**config.mk**
```make
export PLATFORM = sky130hd
export DESIGN_NAME = vpmx_regs
export DESIGN_NICKNAME = d
export VERILOG_FILES = /design/src/hw/vpmx_pkg.sv /design/src/hw/vpmx_regs.sv /design/src/hw/vpmx_sync.sv /design/src/hw/vpmx_video_mux.sv
export SDC_FILE = /design/constraint.sdc
export NUM_CORES = 1
export LEC_CHECK = 0
export ABC_AREA = 1
export BUFFER_PORTS_ARGS = -buffer_cell sky130_fd_sc_hd__buf_2
export CAP_MARGIN = 5
export CORE_MARGIN = 2
export CORE_UTILIZATION = 41
export CTS_CLUSTER_SIZE = 24
export DETAILED_ROUTE_END_ITERATION = 16
export HOLD_SLACK_MARGIN = 0.06
export PLACE_DENSITY_LB_ADDON = 0.2
export SYNTH_ARGS = -nofsm -noshare
export SYNTH_HDL_FRONTEND = slang
export SYNTH_SLANG_ARGS = --single-unit
```
**constraint.sdc**
```tcl
create_clock -name clk -period 1.45 [get_ports clk]
set_input_delay 0.29 -clock clk [delete_from_list [all_inputs] [get_ports clk]]
set_output_delay 0.29 -clock clk [all_outputs]
set_load 0.01 [all_outputs]
```
**src/hw/vpmx_pkg.sv**
```systemverilog
package vpmx_pkg;
    localparam logic [7:0] VPMX_OFS_VIDEO_CTRL  = 8'h84;
    localparam logic [7:0] VPMX_OFS_EE_STATUS   = 8'h85;
    localparam logic [7:0] VPMX_OFS_PIN0_CTRL   = 8'h88;
    localparam logic [7:0] VPMX_RST_VIDEO_CTRL  = 8'h00;
    localparam logic [7:0] VPMX_RST_PIN0_CTRL   = 8'h80;
    localparam int         VPMX_BIT_OUT_EN      = 7;
    localparam int         VPMX_BIT_SRC_SEL     = 6;
    localparam int         VPMX_BIT_SOCK1_VID   = 1;
    localparam int         VPMX_BIT_SOCK0_VID   = 0;
    localparam int         VPMX_BIT_EE_PRESENT  = 2;
    localparam int         VPMX_BIT_EE_ERROR    = 1;
    localparam int         VPMX_BIT_EE_BUSY     = 0;
    localparam int         VPMX_BIT_PIN0_DELTA  = 3;
    localparam int         VPMX_BIT_PIN0_DOUT   = 1;
    localparam logic [7:0] VPMX_VIDEO_WMASK     = 8'hc3;
    localparam logic [7:0] VPMX_PIN0_WMASK      = 8'hd2;
    localparam int         VPMX_SYNC_STAGES     = 3;
    // cycles after reset before pin changes count
    localparam logic [2:0] VPMX_PIN_SETTLE      = 3'(VPMX_SYNC_STAGES + 2);

    typedef enum logic [1:0] {
        VPMX_ROLE_ACT_LED,
        VPMX_ROLE_VID_STAT,
        VPMX_ROLE_GP_IN,
        VPMX_ROLE_GP_OUT
    } vpmx_role_t;

    typedef struct packed {
        logic       wr;
        logic       rd;
        logic [7:0] addr;
        logic [7:0] wdata;
    } vpmx_cfg_req_t;

    typedef struct packed {
        logic       busy;
        logic       error;
        logic       present;
    } vpmx_ee_stat_t;
endpackage

```
**src/hw/vpmx_regs.sv**
```systemverilog
// Notes on behaviour
// - video out bit 7 low keeps the video output pins undriven, high drives them; resets low.
// - bit 6 picks card 0 (0) or card 1 (1) video for the output, only if that card's video mode is on.
// - bit 1 puts socket 1 in video mode, taking its video in and turning off shared-pin drivers.
// - bit 0 puts socket 0 in video mode, taking its video in and turning off shared-pin drivers.
// - video control bits 5 to 2 read zero and ignore writes.
// - video control sits at 84h for both functions, resets to 00h, and is meant for function 0.
// - loader status at 85h is read-only except bit 1, which a written one clears, with bits 7 to 3 reading zero.
// - status bit 2 shows whether a serial eeprom was detected, reset value follows detection.
// - status bit 1 sets on an eeprom data error and stays until software writes a one to it.
// - status bit 0 reads one while the loader fetches the subsystem id, zero when idle.
// - pin 0 control sits at 88h for both functions, resets to 80h so the pin is an input.
// - pin 0 can also be the socket 0 activity led, video status or a general output.
// - pin 0 role bits 7-6: 00 activity led, 01 video status, 10 input, 11 output.
`timescale 1ns/1ps
`default_nettype none
module vpmx_regs
    import vpmx_pkg::*;
#(
    parameter int VW = 19
) (
    input  wire logic          clk,
    input  wire logic          srst,
    input  wire logic          ce,
    input  wire vpmx_cfg_req_t cfg_req,
    input  wire logic          cfg_func,
    output logic      [7:0]    cfg_rdata,
    input  wire vpmx_ee_stat_t ee_stat,
    input  wire logic          ee_error_pulse,
    input  wire logic          socket0_activity,
    input  wire logic [VW-1:0] card0_video,
    input  wire logic [VW-1:0] card1_video,
    output logic      [VW-1:0] video_out,
    output logic               video_out_oe,
    output logic               card_video_oe_n,
    input  wire logic          aux_pin0_in,
    output logic               aux_pin0_out,
    output logic               aux_pin0_oe
);
    logic [7:0] vctl_d, vctl_q;
    logic [7:0] pctl_d, pctl_q;
    logic       err_d, err_q;
    logic [7:0] rdata_d, rdata_q;
    logic       pout_d, pout_q;
    logic       poe_d, poe_q;
    logic       pin_prev_d, pin_prev_q;
    logic [2:0] settle_d, settle_q;
    logic [1:0] sync_out;
    logic       pin_in, ee_present_s;
    vpmx_role_t role;

    vpmx_sync #(
        .W    (2)
    ) u_sync (
        .clk  (clk),
        .srst (srst),
        .ce   (ce),
        .din  ({aux_pin0_in, ee_stat.present}),
        .dout (sync_out)
    );
    assign pin_in       = sync_out[1];
    assign ee_present_s = sync_out[0];
    assign role         = vpmx_role_t'(pctl_q[7:6]);

    vpmx_video_mux #(
        .VW              (VW)
    ) u_mux (
        .clk             (clk),
        .srst            (srst),
        .ce              (ce),
        .ctrl            (vctl_q),
        .card0_video     (card0_video),
        .card1_video     (card1_video),
        .video_out       (video_out),
        .video_out_oe    (video_out_oe),
        .card_video_oe_n (card_video_oe_n)
    );

    // register writes, both functions decode the same offsets
    always_comb begin
        vctl_d     = vctl_q;
        pctl_d     = pctl_q;
        err_d      = err_q;
        pin_prev_d = pin_in;
        settle_d   = settle_q;
        if (settle_q != VPMX_PIN_SETTLE) begin
            settle_d = settle_q + 3'h1;
        end
        if (cfg_req.wr) begin
            if (cfg_req.addr == VPMX_OFS_VIDEO_CTRL) begin
                vctl_d = cfg_req.wdata & VPMX_VIDEO_WMASK;
            end else if (cfg_req.addr == VPMX_OFS_EE_STATUS) begin
                if (cfg_req.wdata[VPMX_BIT_EE_ERROR]) begin
                    err_d = 1'b0;
                end
            end else if (cfg_req.addr == VPMX_OFS_PIN0_CTRL) begin
                pctl_d = (pctl_q & ~VPMX_PIN0_WMASK)
                       | (cfg_req.wdata & VPMX_PIN0_WMASK);
                if (cfg_req.wdata[VPMX_BIT_PIN0_DELTA]) begin
                    pctl_d[VPMX_BIT_PIN0_DELTA] = 1'b0;
                end
            end
        end
        // input change flag, set wins over clear, quiet while sync settles
        if (settle_q == VPMX_PIN_SETTLE && role == VPMX_ROLE_GP_IN
                && pin_in != pin_prev_q) begin
            pctl_d[VPMX_BIT_PIN0_DELTA] = 1'b1;
        end
        pctl_d[0] = pin_in;
        if (ee_error_pulse) begin
            err_d = 1'b1;
        end
    end

    // read data and pin 0 drive
    always_comb begin
        rdata_d = 8'h00;
        if (cfg_req.rd) begin
            if (cfg_req.addr == VPMX_OFS_VIDEO_CTRL) begin
                rdata_d = vctl_q & VPMX_VIDEO_WMASK;
            end else if (cfg_req.addr == VPMX_OFS_EE_STATUS) begin
                rdata_d = {5'h00, ee_present_s, err_q, ee_stat.busy};
            end else if (cfg_req.addr == VPMX_OFS_PIN0_CTRL) begin
                rdata_d = pctl_q;
            end
        end
        pout_d = 1'b0;
        poe_d  = 1'b1;
        case (role)
            VPMX_ROLE_ACT_LED:  pout_d = socket0_activity;
            VPMX_ROLE_VID_STAT: pout_d = vctl_q[VPMX_BIT_OUT_EN];
            VPMX_ROLE_GP_IN:    poe_d  = 1'b0;
            VPMX_ROLE_GP_OUT:   pout_d = pctl_q[VPMX_BIT_PIN0_DOUT];
            default:            poe_d  = 1'b0;
        endcase
    end

    always_ff @(posedge clk) begin
        if (srst) begin
            vctl_q     <= VPMX_RST_VIDEO_CTRL;
            pctl_q     <= VPMX_RST_PIN0_CTRL;
            err_q      <= 1'b0;
            rdata_q    <= 8'h00;
            pout_q     <= 1'b0;
            poe_q      <= 1'b0;
            pin_prev_q <= 1'b0;
            settle_q   <= 3'h0;
        end else if (ce) begin
            vctl_q     <= vctl_d;
            pctl_q     <= pctl_d;
            err_q      <= err_d;
            rdata_q    <= rdata_d;
            pout_q     <= pout_d;
            poe_q      <= poe_d;
            pin_prev_q <= pin_prev_d;
            settle_q   <= settle_d;
        end
    end

    assign cfg_rdata    = rdata_q;
    assign aux_pin0_out = pout_q;
    assign aux_pin0_oe  = poe_q;
endmodule
`default_nettype wire

```
**src/hw/vpmx_sync.sv**
```systemverilog
`timescale 1ns/1ps
`default_nettype none
module vpmx_sync
    import vpmx_pkg::*;
#(
    parameter int W = 1
) (
    input  wire logic         clk,
    input  wire logic         srst,
    input  wire logic         ce,
    input  wire logic [W-1:0] din,
    output logic      [W-1:0] dout
);
    logic [W-1:0] s1_q, s2_q, s3_q, s1_d, s2_d, s3_d, out_d, out_q;

    always_comb begin
        s1_d  = din;
        s2_d  = s1_q;
        s3_d  = s2_q;
        out_d = out_q;
        for (int i = 0; i < W; i++) begin
            if (s2_q[i] == s3_q[i]) begin
                out_d[i] = s3_q[i];
            end
        end
    end

    always_ff @(posedge clk) begin
        if (srst) begin
            s1_q  <= '0;
            s2_q  <= '0;
            s3_q  <= '0;
            out_q <= '0;
        end else if (ce) begin
            s1_q  <= s1_d;
            s2_q  <= s2_d;
            s3_q  <= s3_d;
            out_q <= out_d;
        end
    end

    assign dout = out_q;
endmodule
`default_nettype wire

```
**src/hw/vpmx_video_mux.sv**
```systemverilog
`timescale 1ns/1ps
`default_nettype none
module vpmx_video_mux
    import vpmx_pkg::*;
#(
    parameter int VW = 19
) (
    input  wire logic          clk,
    input  wire logic          srst,
    input  wire logic          ce,
    input  wire logic [7:0]    ctrl,
    input  wire logic [VW-1:0] card0_video,
    input  wire logic [VW-1:0] card1_video,
    output logic      [VW-1:0] video_out,
    output logic               video_out_oe,
    output logic               card_video_oe_n
);
    logic [VW-1:0] dat_d, dat_q;
    logic          oe_d, oe_q, cdis_d, cdis_q;

    always_comb begin
        dat_d = '0;
        if (ctrl[VPMX_BIT_SRC_SEL]) begin
            if (ctrl[VPMX_BIT_SOCK1_VID]) begin
                dat_d = card1_video;
            end
        end else if (ctrl[VPMX_BIT_SOCK0_VID]) begin
            dat_d = card0_video;
        end
        oe_d   = ctrl[VPMX_BIT_OUT_EN];
        cdis_d = ctrl[VPMX_BIT_SOCK0_VID] | ctrl[VPMX_BIT_SOCK1_VID];
    end

    always_ff @(posedge clk) begin
        if (srst) begin
            dat_q  <= '0;
            oe_q   <= 1'b0;
            cdis_q <= 1'b0;
        end else if (ce) begin
            dat_q  <= dat_d;
            oe_q   <= oe_d;
            cdis_q <= cdis_d;
        end
    end

    assign video_out       = dat_q;
    assign video_out_oe    = oe_q;
    assign card_video_oe_n = cdis_q;
endmodule
`default_nettype wire

```
After elaboration in Yosys (flattened, before gate mapping)
Cells that the tools add are included.
{ "word_totals": {"ff_bits": 55} }
{ "op_classes": {"add_sub_neg": 1, "eq_ne": 14, "mux": 20, "bitwise": 4, "reduce_logical": 15} }
{ "ops": {"columns": ["cell", "n"], "rows": [
  ["19-bit two-way mux", 3],
  ["8-bit two-way mux", 4],
  ["8-bit equality test (second input constant)", 3],
  ["4-bit two-way mux", 4],
  ["5-bit AND reduction", 3],
  ["2-bit nonzero test", 5],
  ["1-bit two-way mux", 8],
  ["6-bit by 8-bit OR with 8-bit output", 1],
  ["2-bit inequality test (second input constant)", 3],
  ["2-bit AND reduction", 3],
  ["2-bit equality test (second input constant)", 2],
  ["3-bit by 1-bit adder with 3-bit output (second input constant)", 1],
  ["3-bit equality test (second input constant)", 1],
  ["3-bit inequality test (second input constant)", 1],
  ["1-bit case mux with 3 select lines", 1],
  ["3-bit AND reduction", 1],
  ["1-bit equality test", 2],
  ["2-bit by 1-bit equality test with 1-bit output (second input constant)", 1],
  ["1-bit logical AND", 2],
  ["2-bit zero test", 1],
  ["1-bit NOT", 2],
  ["1-bit inequality test", 1],
  ["1-bit OR", 1]
]} }

Logic depth before layout (Yosys ltp)
Gate-level depths: netlist of the first run.
{ "logic_depth": {"ltp_word": 7, "depth_mapped": 9, "ltp_nobuf": 9} }

By module
From an unflattened synthesis of the first run, not the netlist that was laid out.
{ "unflattened": {"cells_unflattened": 379, "hier_area_um2": 2702.6} }
{ "modules_own_cells": {"columns": ["mod", "n_inst", "cells_each", "area_each_um2", "seq_area_each_um2"], "rows": [
  ["vpmx_regs", 1, 161, 1203.7, 480.5],
  ["vpmx_video_mux", 1, 177, 1177.4, 420.4],
  ["vpmx_sync", 1, 41, 321.6, 160.2]
]} }

Worst setup path before layout of the first run
No wires, ideal clock.
{ "synth_timing": {"path_kind": "input port to flip-flop", "from": "input port cfg_req[13] in the netlist's numbering", "to": "register pctl_q[1]", "arrival_time_ns": 0.946, "t_required_ns": 1.318, "setup_slack_ns": 0.372, "cell_stages": 8, "path_cell_list": "nor2_2 -> inv_2 -> nor2_8 -> nand2_4 -> nor2_8 -> inv_2 -> nand2_1 -> a21oi_2"} }
{ "synth_via": {"elab_chain_len": 3} }
{ "synth_rtl": {"columns": ["element", "line", "text"], "rows": [
  ["from (decl)", "vpmx_regs.sv:25", "input wire vpmx_cfg_req_t cfg_req,"],
  ["8-bit equality test, on equally long branches", "vpmx_regs.sv:92, vpmx_regs.sv:90", null],
  ["1-bit NOT (no line)", null, null],
  ["5-bit AND reduction (no line) *", null, null],
  ["to (signal assigned)", "vpmx_regs.sv:150", "pctl_q <= pctl_d;"],
  ["to (decl)", "vpmx_regs.sv:41", "logic [7:0] pctl_d, pctl_q;"]
]} }
Every way passes the cells marked *; elsewhere a longest branch is shown, timed or not.
A chain may end at the register's enable or synchronous reset.

Worst setup path after layout of the first run
{ "layout_timing": {"from": "register settle_q[1]", "to": "register settle_q[2]"} }
{ "layout_via": {"elab_chain_len": 2} }
{ "layout_rtl": {"columns": ["element", "line", "text"], "rows": [
  ["from (decl)", "vpmx_regs.sv:47", "logic [2:0] settle_d, settle_q;"],
  ["from (signal assigned)", "vpmx_regs.sv:156", "settle_q <= settle_d;"],
  ["branches (longest 2 deep; another with 3-bit by 1-bit adder with 3-bit output)", null, null]
]} }
Several ways; the timed one is not identified.

==> qor.yml, run 1 <==
drt:
  vias: 2273
  drt-met1-wl_um: 2500
  remaining_drc_errors: 0
  maxUsedRoutingLayer: "met4"
  wl_per_cell_um: 12.0
  dr.first_iter.drc_count: 108
  routed_via_density: 5.04
  drt-total-wl_um: 5420
  ant_nets: 0
  firstDrtPassIters: 4
  met2WireLength_um: 2420
  wl_met3_um: 425
placement:
  io_buffers: 92
  gp_congestion: 0.772
  hpwl_um: 4010
  place_area_um2: 2860
clock_tree:
  cts_num_sinks: 53
  cts_hold_buf: 0
  htreeDepth: 2
  cts_inserted_buffers: 5
  postCtsSetupRepairBufs: 0
  clock_latency_ns: 0.30
  path_clk_slew_ns: 0.09
  post_cts_resized: 0
  cts_buffer_depth: 2
  cts-root-buf: "clkbuf_8"
  cts_tree: "yes"
synth:
  async_reset_ff_frac: 0
  yosysSeqAreaShare: 0.459
  ys_top_cells_by_area: "dfxtp_1, o21ai_0, a21oi_1, a32oi_1, nand2_1"
  syn_area_per_cell_um2: 7.97
  synth_commonest_cells: "dfxtp_1, nand2_1, o21ai_0"
  synth_edf_count: 0
  yosysUniqueCellTypes: 26
  ys_ff_latch: 53
  syn_nets: 358
  synth_top_cell_by_area: "dfxtp_1"
  yosysTopAreaCellShare: 0.459
  yosys_warnings: 0
  syn_area_um2: 2310
  ys.flop_type: "dfxtp_1"
  synth_most_common_cell: "dfxtp_1"
  synth_cells: 290
sta:
  fin_worst_skew_ns: 0.00927
  max_freq_mhz: 878
  rsz0062_at_grt: "no"
  setup_viol_count_final: 0
  worst_slew_pin_slew_ns: 0.331
  setup_tns_ns: 0
  slew_violations: 0
  period_needed_ns: 1.14
  holdWs_ns: 0.207
  relSlewSlack: 0.779
  fin_crit_sh: 0.785
  finalHoldViolCount: 0
final_layout:
  stdcell_area_um2: 2970
  utilization: 0.542
  area_delta_synth_final_pct: 28.3
  num_antenna_cells: 0
  nets: 447
  drive_above_1_share: 0.335
floorplan:
  core_um2: 5470
  dieArea_um2: 6250
  ios: 97
  initial_core_util: 0.422
  die_y_um: 79.1
  die_w_um: 79.1
  rows: 27
critical_path:
  rrSetupSlack_ns: 0.31
  worst-path-max-fanout: 5
  slowest_delay_ns: 0.36
  cp_data_required_time_ns: 1.64
  cp-startpoint: "settle_q[1]$_SDFFE_PP0P_"
  cp.arrival_ns: 1.33
  timing.rr.end: "settle_q[2]$_SDFFE_PP0P_"
  reg2reg_depth: 8
  end_kind: "register"
  cpMostUsedCell: "nand2_1"
  critical_path_class: "register to register"
  crit_path_top_delay_cell: "dfxtp_1"
  setup.worst_path.start_class: "register"
  cp_cell_sequence: "inv_1 -> ha_1 -> nand2_1 -> nand2_1 -> inv_2 -> nand2_1 -> xor2_1 -> nor2_1"
  r2r-start: "settle_q[1]$_SDFFE_PP0P_"
global_route:
  grt_pass1_wl_um: 9210
  grt_antenna_before_repair: 0
  grt_max_degree: 47
  overflow: 0
  grt_usage: 0.185
  grt_pass1_vias: 2081
worst_hold_path:
  worstHoldPathType: "primary input to register"
  min_from: "ee_stat[0]"
  hold_path_end: "u_sync.s1_q[0]$_SDFFE_PP0P_"
  worstHoldPathCells: 3
pwr:
  p_per_area_nw_per_um2: 945
  ir_worst_vdd_uv: 439
  p_leak_nw: 1.39
status:
  run_status: "finished clean"
flow_run:
  max_cap_viol_count: 0
layout by cell type (no fill, tap or decap):
master,count
buf_2,92
dfxtp_1,53
nand2_1,41
o21ai_0,37
a21oi_1,35
nor2_1,25
a32oi_1,19
inv_1,16
nand3_1,9
inv_2,7
nand4_1,7
clkbuf_8,5
buf_4,5
nand2_2,4
o21ai_1,4
nor2_8,2
nor2_4,2
nand2_4,2
xor2_1,2
ha_1,2
buf_12,2
nor2_2,1
nand3_2,1
o22ai_1,1
o31ai_2,1
a21oi_2,1
a31oi_1,1
bufinv_16,1
clkinv_2,1
worst max path at each step:
stage                               endpoint  slack [ns]  cells after the start
finish              settle_q[2]$_SDFFE_PP0P_        0.31                      8
global route        settle_q[2]$_SDFFE_PP0P_        0.20                      8
CTS                 settle_q[2]$_SDFFE_PP0P_        0.30                      8
detailed placement    pctl_q[6]$_SDFFE_PP0P_        0.15                      9
global placement      vctl_q[6]$_SDFFE_PP0P_        0.18                      7
floorplan             pctl_q[1]$_SDFFE_PP0P_        0.37                      8
flip-flops by register name, summed over array words and instances, names as in the netlist, 3 cells and up:
| name | count |
|---|---|
| cfg_rdata | 8 |
| pctl_q | 6 |
| settle_q | 3 |
| u_mux.video_out | 19 |
| vctl_q | 4 |
worst max-delay path, delay by kind of cell, from the launching register on:
kind	cells	cell delay, ns
flops	1	0.36
simple gates	4	0.22
fa+ha+maj	1	0.18
buf+inv	2	0.13
xor+xnor	1	0.13
power breakdown:
group	total [W]	switching (W)	internal [W]	leakage, nW
registers	0.00153	0.0000265	0.00150	0.433
logic	0.000310	0.000171	0.000139	0.901
clock network	0.000961	0.000459	0.000502	0.0540
total	0.00280	0.000656	0.00215	1.39
layer usage:
layer / global-route usage / up-vias
met5: 0 / -
met4: 0.0638 / 0
met3: 0.0545 / 7
met2: 0.311 / 75
met1: 0.225 / 1015
li1: - / 1176
stage by stage:
stage,worst slack (ns),cells,total power [W]
CTS,0.299,451,0.00285
finish,0.311,451,0.00280
global placement,0.178,444,0.00187
detailed placement,0.152,444,0.00188
global route,0.204,451,0.00294
floorplan,0.372,290,0.00172
final cells by class:
type	instances	area (µm²)
timing repair buffer	99	538
inverter	23	86.3
tap	72	90.1
multi-input combinational	197	1090
clock inverter	2	35.0
fill	594	2510
clock buffer	5	68.8
sequential	53	1060
kinds of logic after synthesis:
family | count (synthesis) | share of synthesized area
and+or+nand+nor | 94 | 0.200
AOI/OAI and AO/OA | 99 | 0.251
DFF | 53 | 0.459
adders and majority gates | 2 | 0.0108
buffers and inverters | 40 | 0.0709
xor gates and xnor gates | 2 | 0.00758
Note: power is estimated with default switching activity, not from simulation.
==> inputs of run 2 (changes only) <==
- clock period: 1.45 -> 1 ns (I/O delays scaled with it)
==> run 2 against run 1 <==
  * The run now ends with setup timing left
  * Flip-flop and latch count unchanged
  * First-iteration DRC count increased by 11%
  * Utilization increased by 5.8 points
  * Critical endpoint unchanged
  * Critical path type unchanged
  * Final cell count increased by 3.5%
  * Worst setup slack got worse by 0.38 ns
==> qor.yml, run 2 (synthesis results as in run 1) <==
critical_path:
  cp-startpoint: "settle_q[1]$_SDFFE_PP0P_"
  end_kind: "register"
  r2r-start: "settle_q[1]$_SDFFE_PP0P_"
  cp.arrival_ns: 1.32  # about the same
  setup.worst_path.start_class: "register"
  worst-path-max-fanout: 5  # unchanged
  reg2reg_depth: 8  # unchanged
  cp_data_required_time_ns: 1.25  # -0.39 ns
  critical_path_class: "register to register"
floorplan:
  core_um2: 5470  # unchanged
  rows: 27  # unchanged
  dieArea_um2: 6250  # unchanged
  ios: 97  # unchanged
  initial_core_util: 0.422  # unchanged
  die_w_um: 79.1  # unchanged
  die_y_um: 79.1  # unchanged
clock_tree:
  cts_inserted_buffers: 5  # unchanged
  cts_buffer_depth: 2  # unchanged
  cts_tree: "yes"
  cts-root-buf: "clkbuf_8"
  cts_hold_buf: 0  # unchanged
  clock_latency_ns: 0.31  # about the same
  htreeDepth: 2  # unchanged
  cts_num_sinks: 53  # unchanged
  path_clk_slew_ns: 0.09  # about the same
sta:
  setup_viol_count_final: 2  # +2
  max_freq_mhz: 940  # +7.0%
  rsz0062_at_grt: "yes"
  fin_crit_sh: 1.06  # +0.278
  fin_worst_skew_ns: 0.00452  # -0.00475 ns
  relSlewSlack: 0.803  # +0.0243
  period_needed_ns: 1.06  # -0.0749 ns
  worst_slew_pin_slew_ns: 0.295  # -0.0361 ns
  slew_violations: 0  # unchanged
  finalHoldViolCount: 0  # unchanged
  setup_ws_ns: -0.0638  # -0.375 ns
final_layout:
  final_cell_mix: "buf_2, nand2_1, a21oi_1, o21ai_0, dfxtp_2"
  utilization: 0.600  # +0.0583
  drive_above_1_share: 0.494  # +0.159
  stdcell_area_um2: 3280  # +11%
  ff_latch_area_um2: 1100  # +3.8%
  nets: 462  # +3.4%
  final_common_cell: "buf_2"
  stdcell_count: 467  # +3.5%
  fillCellCount: 548  # -7.7%
  area_delta_synth_final_pct: 42.1
  largest_reg_flops: 19  # unchanged
  multi_input_area_um2: 1210  # +12%
  num_antenna_cells: 0  # unchanged
pwr:
  ir_worst_vdd_uv: 659  # +50%
  p_leak_nw: 1.51  # +8.7%
  p_per_area_nw_per_um2: 1210  # +28%
placement:
  io_buffers: 92  # unchanged
  place_area_um2: 3000  # +4.8%
  placed_cells: 457  # +2.9%
  hpwl_um: 4250  # +6.1%
  gp_congestion: 0.843  # +9.2%
drt:
  firstDrtPassIters: 4  # unchanged
  drt-total-wl_um: 6070  # +12%
  ant_nets: 0  # unchanged
  routed_via_density: 5.11  # +1.3%
  wl_per_cell_um: 13.0  # +8.1%
  dr.first_iter.drc_count: 120  # +11%
  vias: 2385  # +4.9%
  remaining_drc_errors: 0  # unchanged
global_route:
  grt_pass1_wl_um: 9700  # +5.3%
  grt_max_degree: 34  # -28%
  overflow: 0  # unchanged
  grt_pass1_vias: 2218  # +6.6%
  grt_usage: 0.194  # +0.00950
  grt_antenna_before_repair: 0  # unchanged
worst_hold_path:
  worstHoldPathCells: 2  # -1
  min_from: "srst"
  worstHoldPathType: "primary input to register"
status:
  run_status: "finished with violations"
  violations: "setup timing"
flow_run:
  max_cap_viol_count: 0  # unchanged
run 2: cell types whose count changed in the layout (fill, tap and decap cells not counted), moves of 13 or more:
cell     delta
a32oi_1    -13
a32oi_2    +13
buf_4      +13
dfxtp_1    -30
dfxtp_2    +29
run 2: final timing paths:
check                                 to  slack, ns
min reg2reg    cfg_rdata[5]$_SDFFE_PP0P_       0.44
max             settle_q[2]$_SDFFE_PP0P_      -0.06
min          u_sync.dout[0]$_SDFFE_PP0P_       0.11
max reg2reg     settle_q[2]$_SDFFE_PP0P_      -0.06
run 2: critical path, stage by stage (launching register included):
cell     delay, ns
dfxtp_2       0.35
inv_2         0.04
ha_4          0.15
nand2_2       0.06
nand2_2       0.06
inv_4         0.07
nand2_2       0.05
xor2_1        0.13
nor2_1        0.09
run 2: metrics by stage:
stage / hold WS (ns) / worst slack, ns / total power, W / setup TNS (ns)
finish: 0.105 / -0.0638 / 0.00397 / -0.0679
global route: 0.109 / -0.163 / 0.00412 / -0.335
CTS: 0.105 / -0.0552 / 0.00395 / -0.0552
detailed placement: 0.428 / -0.195 / 0.00276 / -2.69
global placement: 0.425 / -0.146 / 0.00275 / -1.96
floorplan: 0.326 / -0.0103 / 0.00250 / -0.0103
run 2: layout make-up:
cell class              count  share of cell area
clock inverters             3             0.00533
well taps                  72              0.0274
repair buffers            114               0.213
inverters                  23              0.0286
flip-flops and latches     53               0.335
clock buffers               5              0.0210
multi-input cells         197               0.369
run 2: routing by layer:
| layer | GRT usage | routed length, µm | vias to the layer above | share of wire |
|---|---|---|---|---|
| met3 | 0.0420 | 441 | 5 | 0.073 |
| met5 | 0 | 0 | - | 0 |
| met2 | 0.325 | 2790 | 93 | 0.46 |
| met4 | 0.0724 | 80 | 0 | 0.013 |
| met1 | 0.246 | 2750 | 1075 | 0.45 |
| li1 | - | - | 1212 | - |
run 2: where the power goes:
part / internal (W) / switching (W) / total (W)
sequential: 0.00219 / 0.0000435 / 0.00223
clock: 0.000485 / 0.000716 / 0.00120
combinational: 0.000252 / 0.000280 / 0.000532
total: 0.00293 / 0.00104 / 0.00397
run 2: repair_timing:
item | 4_1_cts | 5_1_grt
endpoints found under the setup margin | 5 | 48
pin swaps | 0 | 5
resized for setup | 5 | 56
setup buffers | 1 | 1
